[config.mk]
export PLATFORM = sky130hd
export DESIGN_NAME = dior_top
export DESIGN_NICKNAME = d
export VERILOG_FILES = /design/src/hdl/dior_top.v /design/src/hdl/dior_ff_cell.v
export VERILOG_INCLUDE_DIRS = /design/src /design/src/hdl
export SDC_FILE = /design/constraint.sdc
export NUM_CORES = 1
export LEC_CHECK = 0
export BUFFER_PORTS_ARGS = -buffer_cell sky130_fd_sc_hd__buf_2
export CORE_UTILIZATION = 41
export DETAILED_ROUTE_END_ITERATION = 6
export PLACE_DENSITY = 0.76
export SLEW_MARGIN = 10
export SYNTH_ARGS = -nofsm -noshare
export SYNTH_HDL_FRONTEND = slang
export SYNTH_SLANG_ARGS = --single-unit
[constraint.sdc]
create_clock -name aclk -period 1.81 [get_ports aclk]
set_clock_uncertainty 0.05 [all_clocks]
set_input_delay 0.181 -clock aclk [delete_from_list [all_inputs] [get_ports aclk]]
set_output_delay 0.181 -clock aclk [all_outputs]
set_load 0.01 [all_outputs]
[src/hdl/dior_map.vh]
`ifndef DIOR_MAP_VH
`define DIOR_MAP_VH

// register bus
`define DIOR_ADDR_W        12
`define DIOR_BUS_W         32
`define DIOR_OFS_CTRL      12'h000
`define DIOR_OFS_DATA      12'h004
`define DIOR_OFS_STAT      12'h008

// decoded register index
`define DIOR_IDX_CTRL      2'h0
`define DIOR_IDX_DATA      2'h1
`define DIOR_IDX_STAT      2'h2
`define DIOR_IDX_NONE      2'h3

// response codes
`define DIOR_RESP_OKAY     2'h0
`define DIOR_RESP_SLVERR   2'h2

// control register fields
`define DIOR_CTRL_USE_INV  0
`define DIOR_CTRL_SET      1
`define DIOR_CTRL_RESET    2
`define DIOR_CTRL_CE_IN    3
`define DIOR_CTRL_CE_DATA  4
`define DIOR_CTRL_CE_TRI   5
`define DIOR_CTRL_W        6
`define DIOR_CTRL_RST_VAL  6'h00

// data register fields
`define DIOR_DATA_DA       0
`define DIOR_DATA_DB       1
`define DIOR_DATA_EA       2
`define DIOR_DATA_EB       3
`define DIOR_DATA_W        4
`define DIOR_DATA_RST_VAL  4'hC

// status register fields
`define DIOR_STAT_RISE     0
`define DIOR_STAT_FALL     1
`define DIOR_STAT_PAD_OUT  2
`define DIOR_STAT_PAD_OE   3
`define DIOR_STAT_CLK_A    4

`endif

[src/hdl/dior_top.v]
`timescale 1ns/1ps
`include "dior_map.vh"

// Overview of operation
// - pad input feeds two capture registers, each on its own antiphase edge
// - capture registers load only while the input clock enable is high
// - all registers of the cell share one set line and one reset line
// - second clock comes from the antiphase input or an inverted first clock
// - output pair launches on antiphase edges and muxes alternate bits out
// - output launch pair shares one clock enable needed for new values
// - output mux select comes from the clock, never from software
// - tristate variant uses two data and two enable registers with muxes
// - data pair and enable pair each have their own clock enable
// - each phase clocks one data and one enable register, paired together
// - both enables high floats the pad; both low drives the data mux
// - mixed enables float during the high phase, drive the other's data
// - first data loads on first clock edge, second on second, if enabled
// - with clock enable low both edges load no data; only set or reset can still move the output
// - synchronous reset forces output low on either edge, beating set
// - synchronous set without reset forces output high on either edge
// - at power-up the flip-flops are cleared so pad_out and the captures start low, pad_oe high
// - async variant loads data only with preset and clear low, enable high
// - async preset forces high and clear forces low without a clock
module dior_top #(
  parameter ASYNC_PC = 0
) (
  input  wire        aclk,
  input  wire        aresetn,
  input  wire        clk_en,
  input  wire        first_phase_clock,
  input  wire        antiphase_clock,
  input  wire        pad_in,
  output wire        pad_out,
  output wire        pad_oe,
  output wire        rise_capture_out,
  output wire        fall_capture_out,
  input  wire [11:0] s_axi_awaddr,
  input  wire [2:0]  s_axi_awprot,
  input  wire        s_axi_awvalid,
  output wire        s_axi_awready,
  input  wire [31:0] s_axi_wdata,
  input  wire [3:0]  s_axi_wstrb,
  input  wire        s_axi_wvalid,
  output wire        s_axi_wready,
  output wire [1:0]  s_axi_bresp,
  output wire        s_axi_bvalid,
  input  wire        s_axi_bready,
  input  wire [11:0] s_axi_araddr,
  input  wire [2:0]  s_axi_arprot,
  input  wire        s_axi_arvalid,
  output wire        s_axi_arready,
  output wire [31:0] s_axi_rdata,
  output wire [1:0]  s_axi_rresp,
  output wire        s_axi_rvalid,
  input  wire        s_axi_rready
);

  function [1:0] dior_decode;
    input [11:0] addr;
    reg   [11:0] word;
    begin
      word = {addr[11:2], 2'b00};
      if (word == `DIOR_OFS_CTRL)
        dior_decode = `DIOR_IDX_CTRL;
      else if (word == `DIOR_OFS_DATA)
        dior_decode = `DIOR_IDX_DATA;
      else if (word == `DIOR_OFS_STAT)
        dior_decode = `DIOR_IDX_STAT;
      else
        dior_decode = `DIOR_IDX_NONE;
    end
  endfunction

  function [7:0] dior_merge;
    input [7:0] old_val;
    input [7:0] new_val;
    input       strb;
    begin
      dior_merge = strb ? new_val : old_val;
    end
  endfunction

  reg  [`DIOR_CTRL_W-1:0] ctrl_r;
  reg  [`DIOR_DATA_W-1:0] data_r;
  reg                     clk_a_prev_r;
  reg                     clk_b_prev_r;
  reg  [1:0]              capture_r;
  reg                     aw_hold_r;
  reg  [11:0]             aw_addr_r;
  reg                     w_hold_r;
  reg  [31:0]             w_data_r;
  reg  [3:0]              w_strb_r;
  reg                     bvalid_r;
  reg  [1:0]              bresp_r;
  reg                     rvalid_r;
  reg  [1:0]              rresp_r;
  reg  [31:0]             rdata_r;
  reg  [31:0]             rdata_nxt;
  reg  [7:0]              ctrl_byte_nxt;
  reg  [7:0]              data_byte_nxt;

  wire       use_inv;
  wire       shared_set;
  wire       shared_reset_line;
  wire       clk_a_lvl;
  wire       clk_b_lvl;
  wire       rise_a;
  wire       rise_b;
  wire [1:0] edge_hit;
  wire [1:0] cell_q;
  wire [1:0] cell_ce;
  wire [1:0] cell_d0;
  wire [1:0] cell_d1;
  wire       aw_take;
  wire       w_take;
  wire       wr_go;
  wire       ar_take;
  wire [1:0] wr_idx;
  wire [1:0] rd_idx;
  wire [31:0] stat_word;

  assign use_inv           = ctrl_r[`DIOR_CTRL_USE_INV];
  assign shared_set        = ctrl_r[`DIOR_CTRL_SET];
  assign shared_reset_line = ctrl_r[`DIOR_CTRL_RESET];

  // clock phases arrive as sampled levels; edges found against last sample
  assign clk_a_lvl = first_phase_clock;
  assign clk_b_lvl = use_inv ? ~first_phase_clock : antiphase_clock;
  assign rise_a    = clk_a_lvl & ~clk_a_prev_r;
  assign rise_b    = clk_b_lvl & ~clk_b_prev_r;
  assign edge_hit  = {rise_b, rise_a};

  always @(posedge aclk) begin
    if (!aresetn) begin
      clk_a_prev_r <= 1'b0;
      clk_b_prev_r <= 1'b0;
    end else if (clk_en) begin
      clk_a_prev_r <= clk_a_lvl;
      clk_b_prev_r <= clk_b_lvl;
    end
  end

  // input capture pair: bit 0 on the first phase, bit 1 on the second
  genvar gi;
  generate
    for (gi = 0; gi < 2; gi = gi + 1) begin : g_capture
      always @(posedge aclk) begin
        if (!aresetn) begin
          capture_r[gi] <= 1'b0;
        end else if (clk_en && edge_hit[gi]) begin
          if (shared_reset_line)
            capture_r[gi] <= 1'b0;
          else if (shared_set)
            capture_r[gi] <= 1'b1;
          else if (ctrl_r[`DIOR_CTRL_CE_IN])
            capture_r[gi] <= pad_in;
        end
      end
    end
  endgenerate

  assign rise_capture_out = capture_r[0];
  assign fall_capture_out = capture_r[1];

  // cell 0 is the data pair, cell 1 the enable pair; same clocks pair them
  assign cell_ce[0] = ctrl_r[`DIOR_CTRL_CE_DATA];
  assign cell_ce[1] = ctrl_r[`DIOR_CTRL_CE_TRI];
  assign cell_d0[0] = data_r[`DIOR_DATA_DA];
  assign cell_d1[0] = data_r[`DIOR_DATA_DB];
  assign cell_d0[1] = data_r[`DIOR_DATA_EA];
  assign cell_d1[1] = data_r[`DIOR_DATA_EB];

  generate
    for (gi = 0; gi < 2; gi = gi + 1) begin : g_cell
      dior_ff_cell #(
        .ASYNC_PC (ASYNC_PC)
      ) u_cell (
        .aclk                (aclk),
        .aresetn             (aresetn),
        .clk_en              (clk_en),
        .load_a              (rise_a),
        .load_b              (rise_b),
        .first_edge_data_in  (cell_d0[gi]),
        .second_edge_data_in (cell_d1[gi]),
        .ce                  (cell_ce[gi]),
        .set_in              (shared_set),
        .reset_in            (shared_reset_line),
        .q                   (cell_q[gi])
      );
    end
  endgenerate

  // the enable cell tracks the same phase as the data cell while both clock
  // enables are high, so a high enable floats the pad only during its own phase
  assign pad_out = cell_q[0];
  assign pad_oe  = ~cell_q[1];

  assign stat_word = {27'h0000000,
                      clk_a_lvl,
                      pad_oe,
                      pad_out,
                      capture_r[1],
                      capture_r[0]};

  // register bus: address and data may arrive in either order
  assign s_axi_awready = clk_en & ~aw_hold_r & ~bvalid_r;
  assign s_axi_wready  = clk_en & ~w_hold_r & ~bvalid_r;
  assign s_axi_arready = clk_en & ~rvalid_r;
  assign aw_take       = s_axi_awvalid & s_axi_awready;
  assign w_take        = s_axi_wvalid & s_axi_wready;
  assign ar_take       = s_axi_arvalid & s_axi_arready;
  assign wr_go         = aw_hold_r & w_hold_r & ~bvalid_r;
  assign wr_idx        = dior_decode(aw_addr_r);
  assign rd_idx        = dior_decode(s_axi_araddr);

  always @* begin
    ctrl_byte_nxt = dior_merge({2'b00, ctrl_r}, w_data_r[7:0], w_strb_r[0]);
    data_byte_nxt = dior_merge({4'h0, data_r}, w_data_r[7:0], w_strb_r[0]);
  end

  always @* begin
    case (rd_idx)
      `DIOR_IDX_CTRL: rdata_nxt = {26'h0000000, ctrl_r};
      `DIOR_IDX_DATA: rdata_nxt = {28'h0000000, data_r};
      `DIOR_IDX_STAT: rdata_nxt = stat_word;
      default:        rdata_nxt = 32'h00000000;
    endcase
  end

  always @(posedge aclk) begin
    if (!aresetn) begin
      ctrl_r    <= `DIOR_CTRL_RST_VAL;
      data_r    <= `DIOR_DATA_RST_VAL;
      aw_hold_r <= 1'b0;
      aw_addr_r <= 12'h000;
      w_hold_r  <= 1'b0;
      w_data_r  <= 32'h00000000;
      w_strb_r  <= 4'h0;
      bvalid_r  <= 1'b0;
      bresp_r   <= `DIOR_RESP_OKAY;
    end else if (clk_en) begin
      if (aw_take) begin
        aw_hold_r <= 1'b1;
        aw_addr_r <= s_axi_awaddr;
      end
      if (w_take) begin
        w_hold_r <= 1'b1;
        w_data_r <= s_axi_wdata;
        w_strb_r <= s_axi_wstrb;
      end
      if (wr_go) begin
        aw_hold_r <= 1'b0;
        w_hold_r  <= 1'b0;
        bvalid_r  <= 1'b1;
        bresp_r   <= `DIOR_RESP_OKAY;
        case (wr_idx)
          `DIOR_IDX_CTRL: ctrl_r <= ctrl_byte_nxt[`DIOR_CTRL_W-1:0];
          `DIOR_IDX_DATA: data_r <= data_byte_nxt[`DIOR_DATA_W-1:0];
          // status is read-only; a write there is dropped quietly
          `DIOR_IDX_STAT: bresp_r <= `DIOR_RESP_OKAY;
          default:        bresp_r <= `DIOR_RESP_SLVERR;
        endcase
      end else if (bvalid_r && s_axi_bready) begin
        bvalid_r <= 1'b0;
      end
    end
  end

  always @(posedge aclk) begin
    if (!aresetn) begin
      rvalid_r <= 1'b0;
      rresp_r  <= `DIOR_RESP_OKAY;
      rdata_r  <= 32'h00000000;
    end else if (clk_en) begin
      if (ar_take) begin
        rvalid_r <= 1'b1;
        rdata_r  <= rdata_nxt;
        rresp_r  <= (rd_idx == `DIOR_IDX_NONE) ? `DIOR_RESP_SLVERR
                                               : `DIOR_RESP_OKAY;
      end else if (rvalid_r && s_axi_rready) begin
        rvalid_r <= 1'b0;
      end
    end
  end

  assign s_axi_bvalid = bvalid_r;
  assign s_axi_bresp  = bresp_r;
  assign s_axi_rvalid = rvalid_r;
  assign s_axi_rresp  = rresp_r;
  assign s_axi_rdata  = rdata_r;

endmodule // dior_top

[src/hdl/dior_ff_cell.v]
`timescale 1ns/1ps

// one double-rate flip-flop: two holding registers and a clock-derived mux
module dior_ff_cell #(
  parameter ASYNC_PC = 0
) (
  input  wire aclk,
  input  wire aresetn,
  input  wire clk_en,
  input  wire load_a,
  input  wire load_b,
  input  wire first_edge_data_in,
  input  wire second_edge_data_in,
  input  wire ce,
  input  wire set_in,
  input  wire reset_in,
  output wire q
);

  reg  hold_a_r;
  reg  hold_b_r;
  reg  sel_b_r;
  wire mux_q;

  always @(posedge aclk) begin
    if (!aresetn) begin
      hold_a_r <= 1'b0;
      hold_b_r <= 1'b0;
      sel_b_r  <= 1'b0;
    end else if (clk_en) begin
      if (ASYNC_PC != 0) begin
        // preset and clear act without waiting for an edge
        if (reset_in) begin
          hold_a_r <= 1'b0;
          hold_b_r <= 1'b0;
        end else if (set_in) begin
          hold_a_r <= 1'b1;
          hold_b_r <= 1'b1;
        end else if (ce) begin
          if (load_a) begin
            hold_a_r <= first_edge_data_in;
            sel_b_r  <= 1'b0;
          end
          if (load_b) begin
            hold_b_r <= second_edge_data_in;
            sel_b_r  <= 1'b1;
          end
        end
      end else if (load_a || load_b) begin
        if (reset_in) begin
          hold_a_r <= 1'b0;
          hold_b_r <= 1'b0;
        end else if (set_in) begin
          hold_a_r <= 1'b1;
          hold_b_r <= 1'b1;
        end else if (ce) begin
          if (load_a) begin
            hold_a_r <= first_edge_data_in;
            sel_b_r  <= 1'b0;
          end
          if (load_b) begin
            hold_b_r <= second_edge_data_in;
            sel_b_r  <= 1'b1;
          end
        end
      end
    end
  end

  // select follows the last clock edge that loaded data, never software
  assign mux_q = sel_b_r ? hold_b_r : hold_a_r;

  // async mode overrides the output at once; clear beats preset
  assign q = (ASYNC_PC == 0) ? mux_q :
             reset_in        ? 1'b0  :
             set_in          ? 1'b1  : mux_q;

endmodule // dior_ff_cell

==> impl_metrics.tcl <==
set metrics [dict create \
    gp_congestion 0.852 \
    avgSynthCellArea_um2 8.42 \
    ys_top_cells_by_area "dfxtp_1 41%, mux2i_1 11%, buf_4 8.9%" \
    hold_viol 0 \
    synth-seq-cells 49 \
    wire_per_inst_um 11.8 \
    design_area_um2 2750 \
    overflow 0 \
    critical_path_peak_fanout 6 \
    die_area_um2 6100 \
    finalCritPeriodShare_pct 98.5 \
    power_mw 2.16 \
    min_from "s_axi_awaddr[8]" \
    drv_cap 0 \
    whs_path_depth 3 \
    dieHeight_um 78.1 \
    drtIter0Drc 169 \
    cp.buffers_inverters 1 \
    cts_setup_buffers 0 \
    fill_cells 554 \
    worst_pin_slew_ps 510 \
    drc 0 \
    cts_buffer_depth 2 \
    rows 27 \
    arrival_ps 1970 \
    slowest_stage "or4_4" \
    synth_edf_count 0 \
    rsz0062_at_grt "yes" \
    vdd_drop_max_mv 0.426 \
    ys_warn_count 0 \
    synth_flop_cell "dfxtp_1" \
    dr.pass1.iters 4 \
    portBuffers 54 \
    crit_path_end_kind "flop" \
    rr_endpoint "ctrl_r[5]$_SDFFE_PN0P_" \
    p_per_area_nw_per_um2 786 \
    slowest_delay_ps 550 \
    antenna_found_initial 0 \
    p_leak_nw 1.18 \
    reg2reg_setup_slack_ps 30 \
    path_cells "or4_4, nor4_4, and2b_1, buf_12, mux2i_1" \
    synth_top_area_share_pct 41.3 \
    synth_area_leader_cell "dfxtp_1" \
    async_flop_share_pct 0 \
    place_area_um2 2630 \
    ys_seq_area_share_pct 41.3 \
    syn_inst 282 \
    htree_levels 2 \
    reg2regPathDepth 5 \
    cts-hold-fix-buffers 0 \
    cts_tree "built" \
    area_delta_synth_final_pct 15.9 \
    numCtsBuffers 5 \
    via_count 1990 \
    cpLargestDelayFamily "simple AND/OR/NAND/NOR gates" \
    final_common_cell "buf_2" \
    layout-drive-gt1-share_pct 22.9 \
    finalMaxSlewViolations 0 \
    cts.sinks 49 \
    place_inst 400 \
    dieWidth_um 78.1 \
    crit_type "flop to flop" \
    cp-start-kind "flop" \
    syn-cell-area_um2 2370 \
    worstSkewPairLatency_ps 300 \
    path_clk_slew_ps 90 \
    routed_wl_mm 4.79 \
    grt_pass1_wl_mm 7.90 \
    start_util_pct 42.8 \
    finalSetupViolations 0 \
    reg2reg_from "aw_addr_r[8]$_SDFFE_PN0P_" \
    grt_pass1_vias 1798 \
    startpoint "aw_addr_r[8]$_SDFFE_PN0P_" \
    required_ps 1990 \
    place_hpwl_mm 3.64 \
    hold_path_class "input pin to flop" \
    final_cells 408 \
    diodes 0 \
    nets 412 \
    max_slew_margin_pct 65.6 \
    status "complete, no violations" \
    cts_root_buf "clkbuf_8" \
    ios 122 \
    fmax_mhz 561 \
    viasPerCell 4.88 \
    ant_nets 0 \
    holdWs_ps 53.5 \
    yosysUniqueCellTypes 41 \
    grt_max_degree 26 \
    grt_usage_pct 16.2 \
    core_area_um2 5540 \
    holdPathEnd "aw_addr_r[8]$_SDFFE_PN0P_" \
    period_needed_ps 1780 \
    final_cell_mix "54 x buf_2, 51 x nand2_1, 48 x dfxtp_1" \
]
==> layout make-up <==
type,instances,area (um^2),area share [%]
Sequential cell,49,982,35.7
Clock inverter,2,37.5,1.36
Inverter,5,18.8,0.682
Tap cell,72,90.1,3.28
Timing Repair Buffer,61,335,12.2
Clock buffer,6,82.6,3.00
Multi-Input combinational cell,213,1200,43.8
==> synth_stat cells, drive strengths merged, types with 2 or more instances <==
cell type	number
or4	3
buf	31
inv	5
clkbuf	11
dfxtp	49
nor3b	4
a21oi	18
nor2	25
mux2	2
a2bb2oi	2
mux2i	25
nand2b	2
o211ai	5
nor2b	5
nor3	4
nand2	51
a32oi	2
and2	2
nand3	6
a22oi	2
nor4	3
and3b	2
o21ai	10
==> cell families (layout without fill, tap and decap cells) <==
kind of cell | Yosys count | after routing | share of synthesized area [%]
AO/OA/AOI/OAI | 45 | 45 | 11.7
buffers and inverters | 47 | 74 | 12.3
flip-flops | 49 | 49 | 41.3
multiplexers | 27 | 27 | 11.5
other | 1 | 28 | 0.158
AND/OR/NAND/NOR | 113 | 113 | 23.0
==> state kept, by name (all words and copies together) (netlist names) <==
register                cells
aw_addr_r                  10
ctrl_r                      6
s_axi_rdata                 6
w_data_r                    6
data_r                      4
g_cell.u_cell.hold_a_r      2
g_cell.u_cell.hold_b_r      2
g_cell.u_cell.sel_b_r       2
aw_hold_r                   1
clk_a_prev_r                1
clk_b_prev_r                1
fall_capture_out            1
rise_capture_out            1
s_axi_bresp                 1
s_axi_bvalid                1
s_axi_rresp                 1
s_axi_rvalid                1
w_hold_r                    1
w_strb_r                    1
==> worst max path at each step <==
stage | end | slack, ps | depth (start not counted)
2_1_floorplan | ctrl_r[0]$_SDFFE_PN0P_ | 70 | 5
3_3_place_gp | ctrl_r[1]$_SDFFE_PN0P_ | 70 | 5
3_5_place_dp | ctrl_r[4]$_SDFFE_PN0P_ | 40 | 5
4_1_cts | ctrl_r[1]$_SDFFE_PN0P_ | 20 | 5
5_1_grt | ctrl_r[5]$_SDFFE_PN0P_ | -60 | 5
6_report | ctrl_r[5]$_SDFFE_PN0P_ | 30 | 5
==> per-stage QoR <==
stage               setup TNS [ps]  util (%)  setup WS, ps
floorplan                        0         -          69.6
global placement                 0      47.4          69.0
detailed placement               0      47.4          42.0
CTS                              0      49.6          22.4
global route                  -229      49.6         -63.0
finish                           0      49.6          26.3
==> report_power, final <==
part / leakage [nW] / switching (mW) / internal (mW)
clock: 0.0574 / 0.363 / 0.449
sequential: 0.398 / 0.0185 / 1.11
combinational: 0.728 / 0.135 / 0.0915
==> routing by layer <==
| metal | routed length (um) | share of wire [%] | vias to the layer above | GRT usage, % |
|---|---|---|---|---|
| li1 | - | - | 1007 | - |
| met1 | 2050 | 43 | 886 | 19.0 |
| met2 | 2310 | 48 | 90 | 29.1 |
| met3 | 374 | 7.8 | 7 | 4.19 |
| met4 | 66 | 1.4 | 0 | 4.44 |
| met5 | 0 | 0 | - | 0 |
==> worst reg2reg max path, stage by stage, from the launching register on <==
cell	delay, ps
dfxtp_2	330
or4_4	550
nor4_4	290
and2b_1	200
buf_12	130
mux2i_1	170
==> timing repair <==
| action | 4_1_cts | 5_1_grt |
|---|---|---|
| gates resized for setup | 0 | 2 |
| setup endpoints to repair | 0 | 7 |
| hold endpoints to repair | 0 | 0 |
Power figures use the tool's default switching activity.
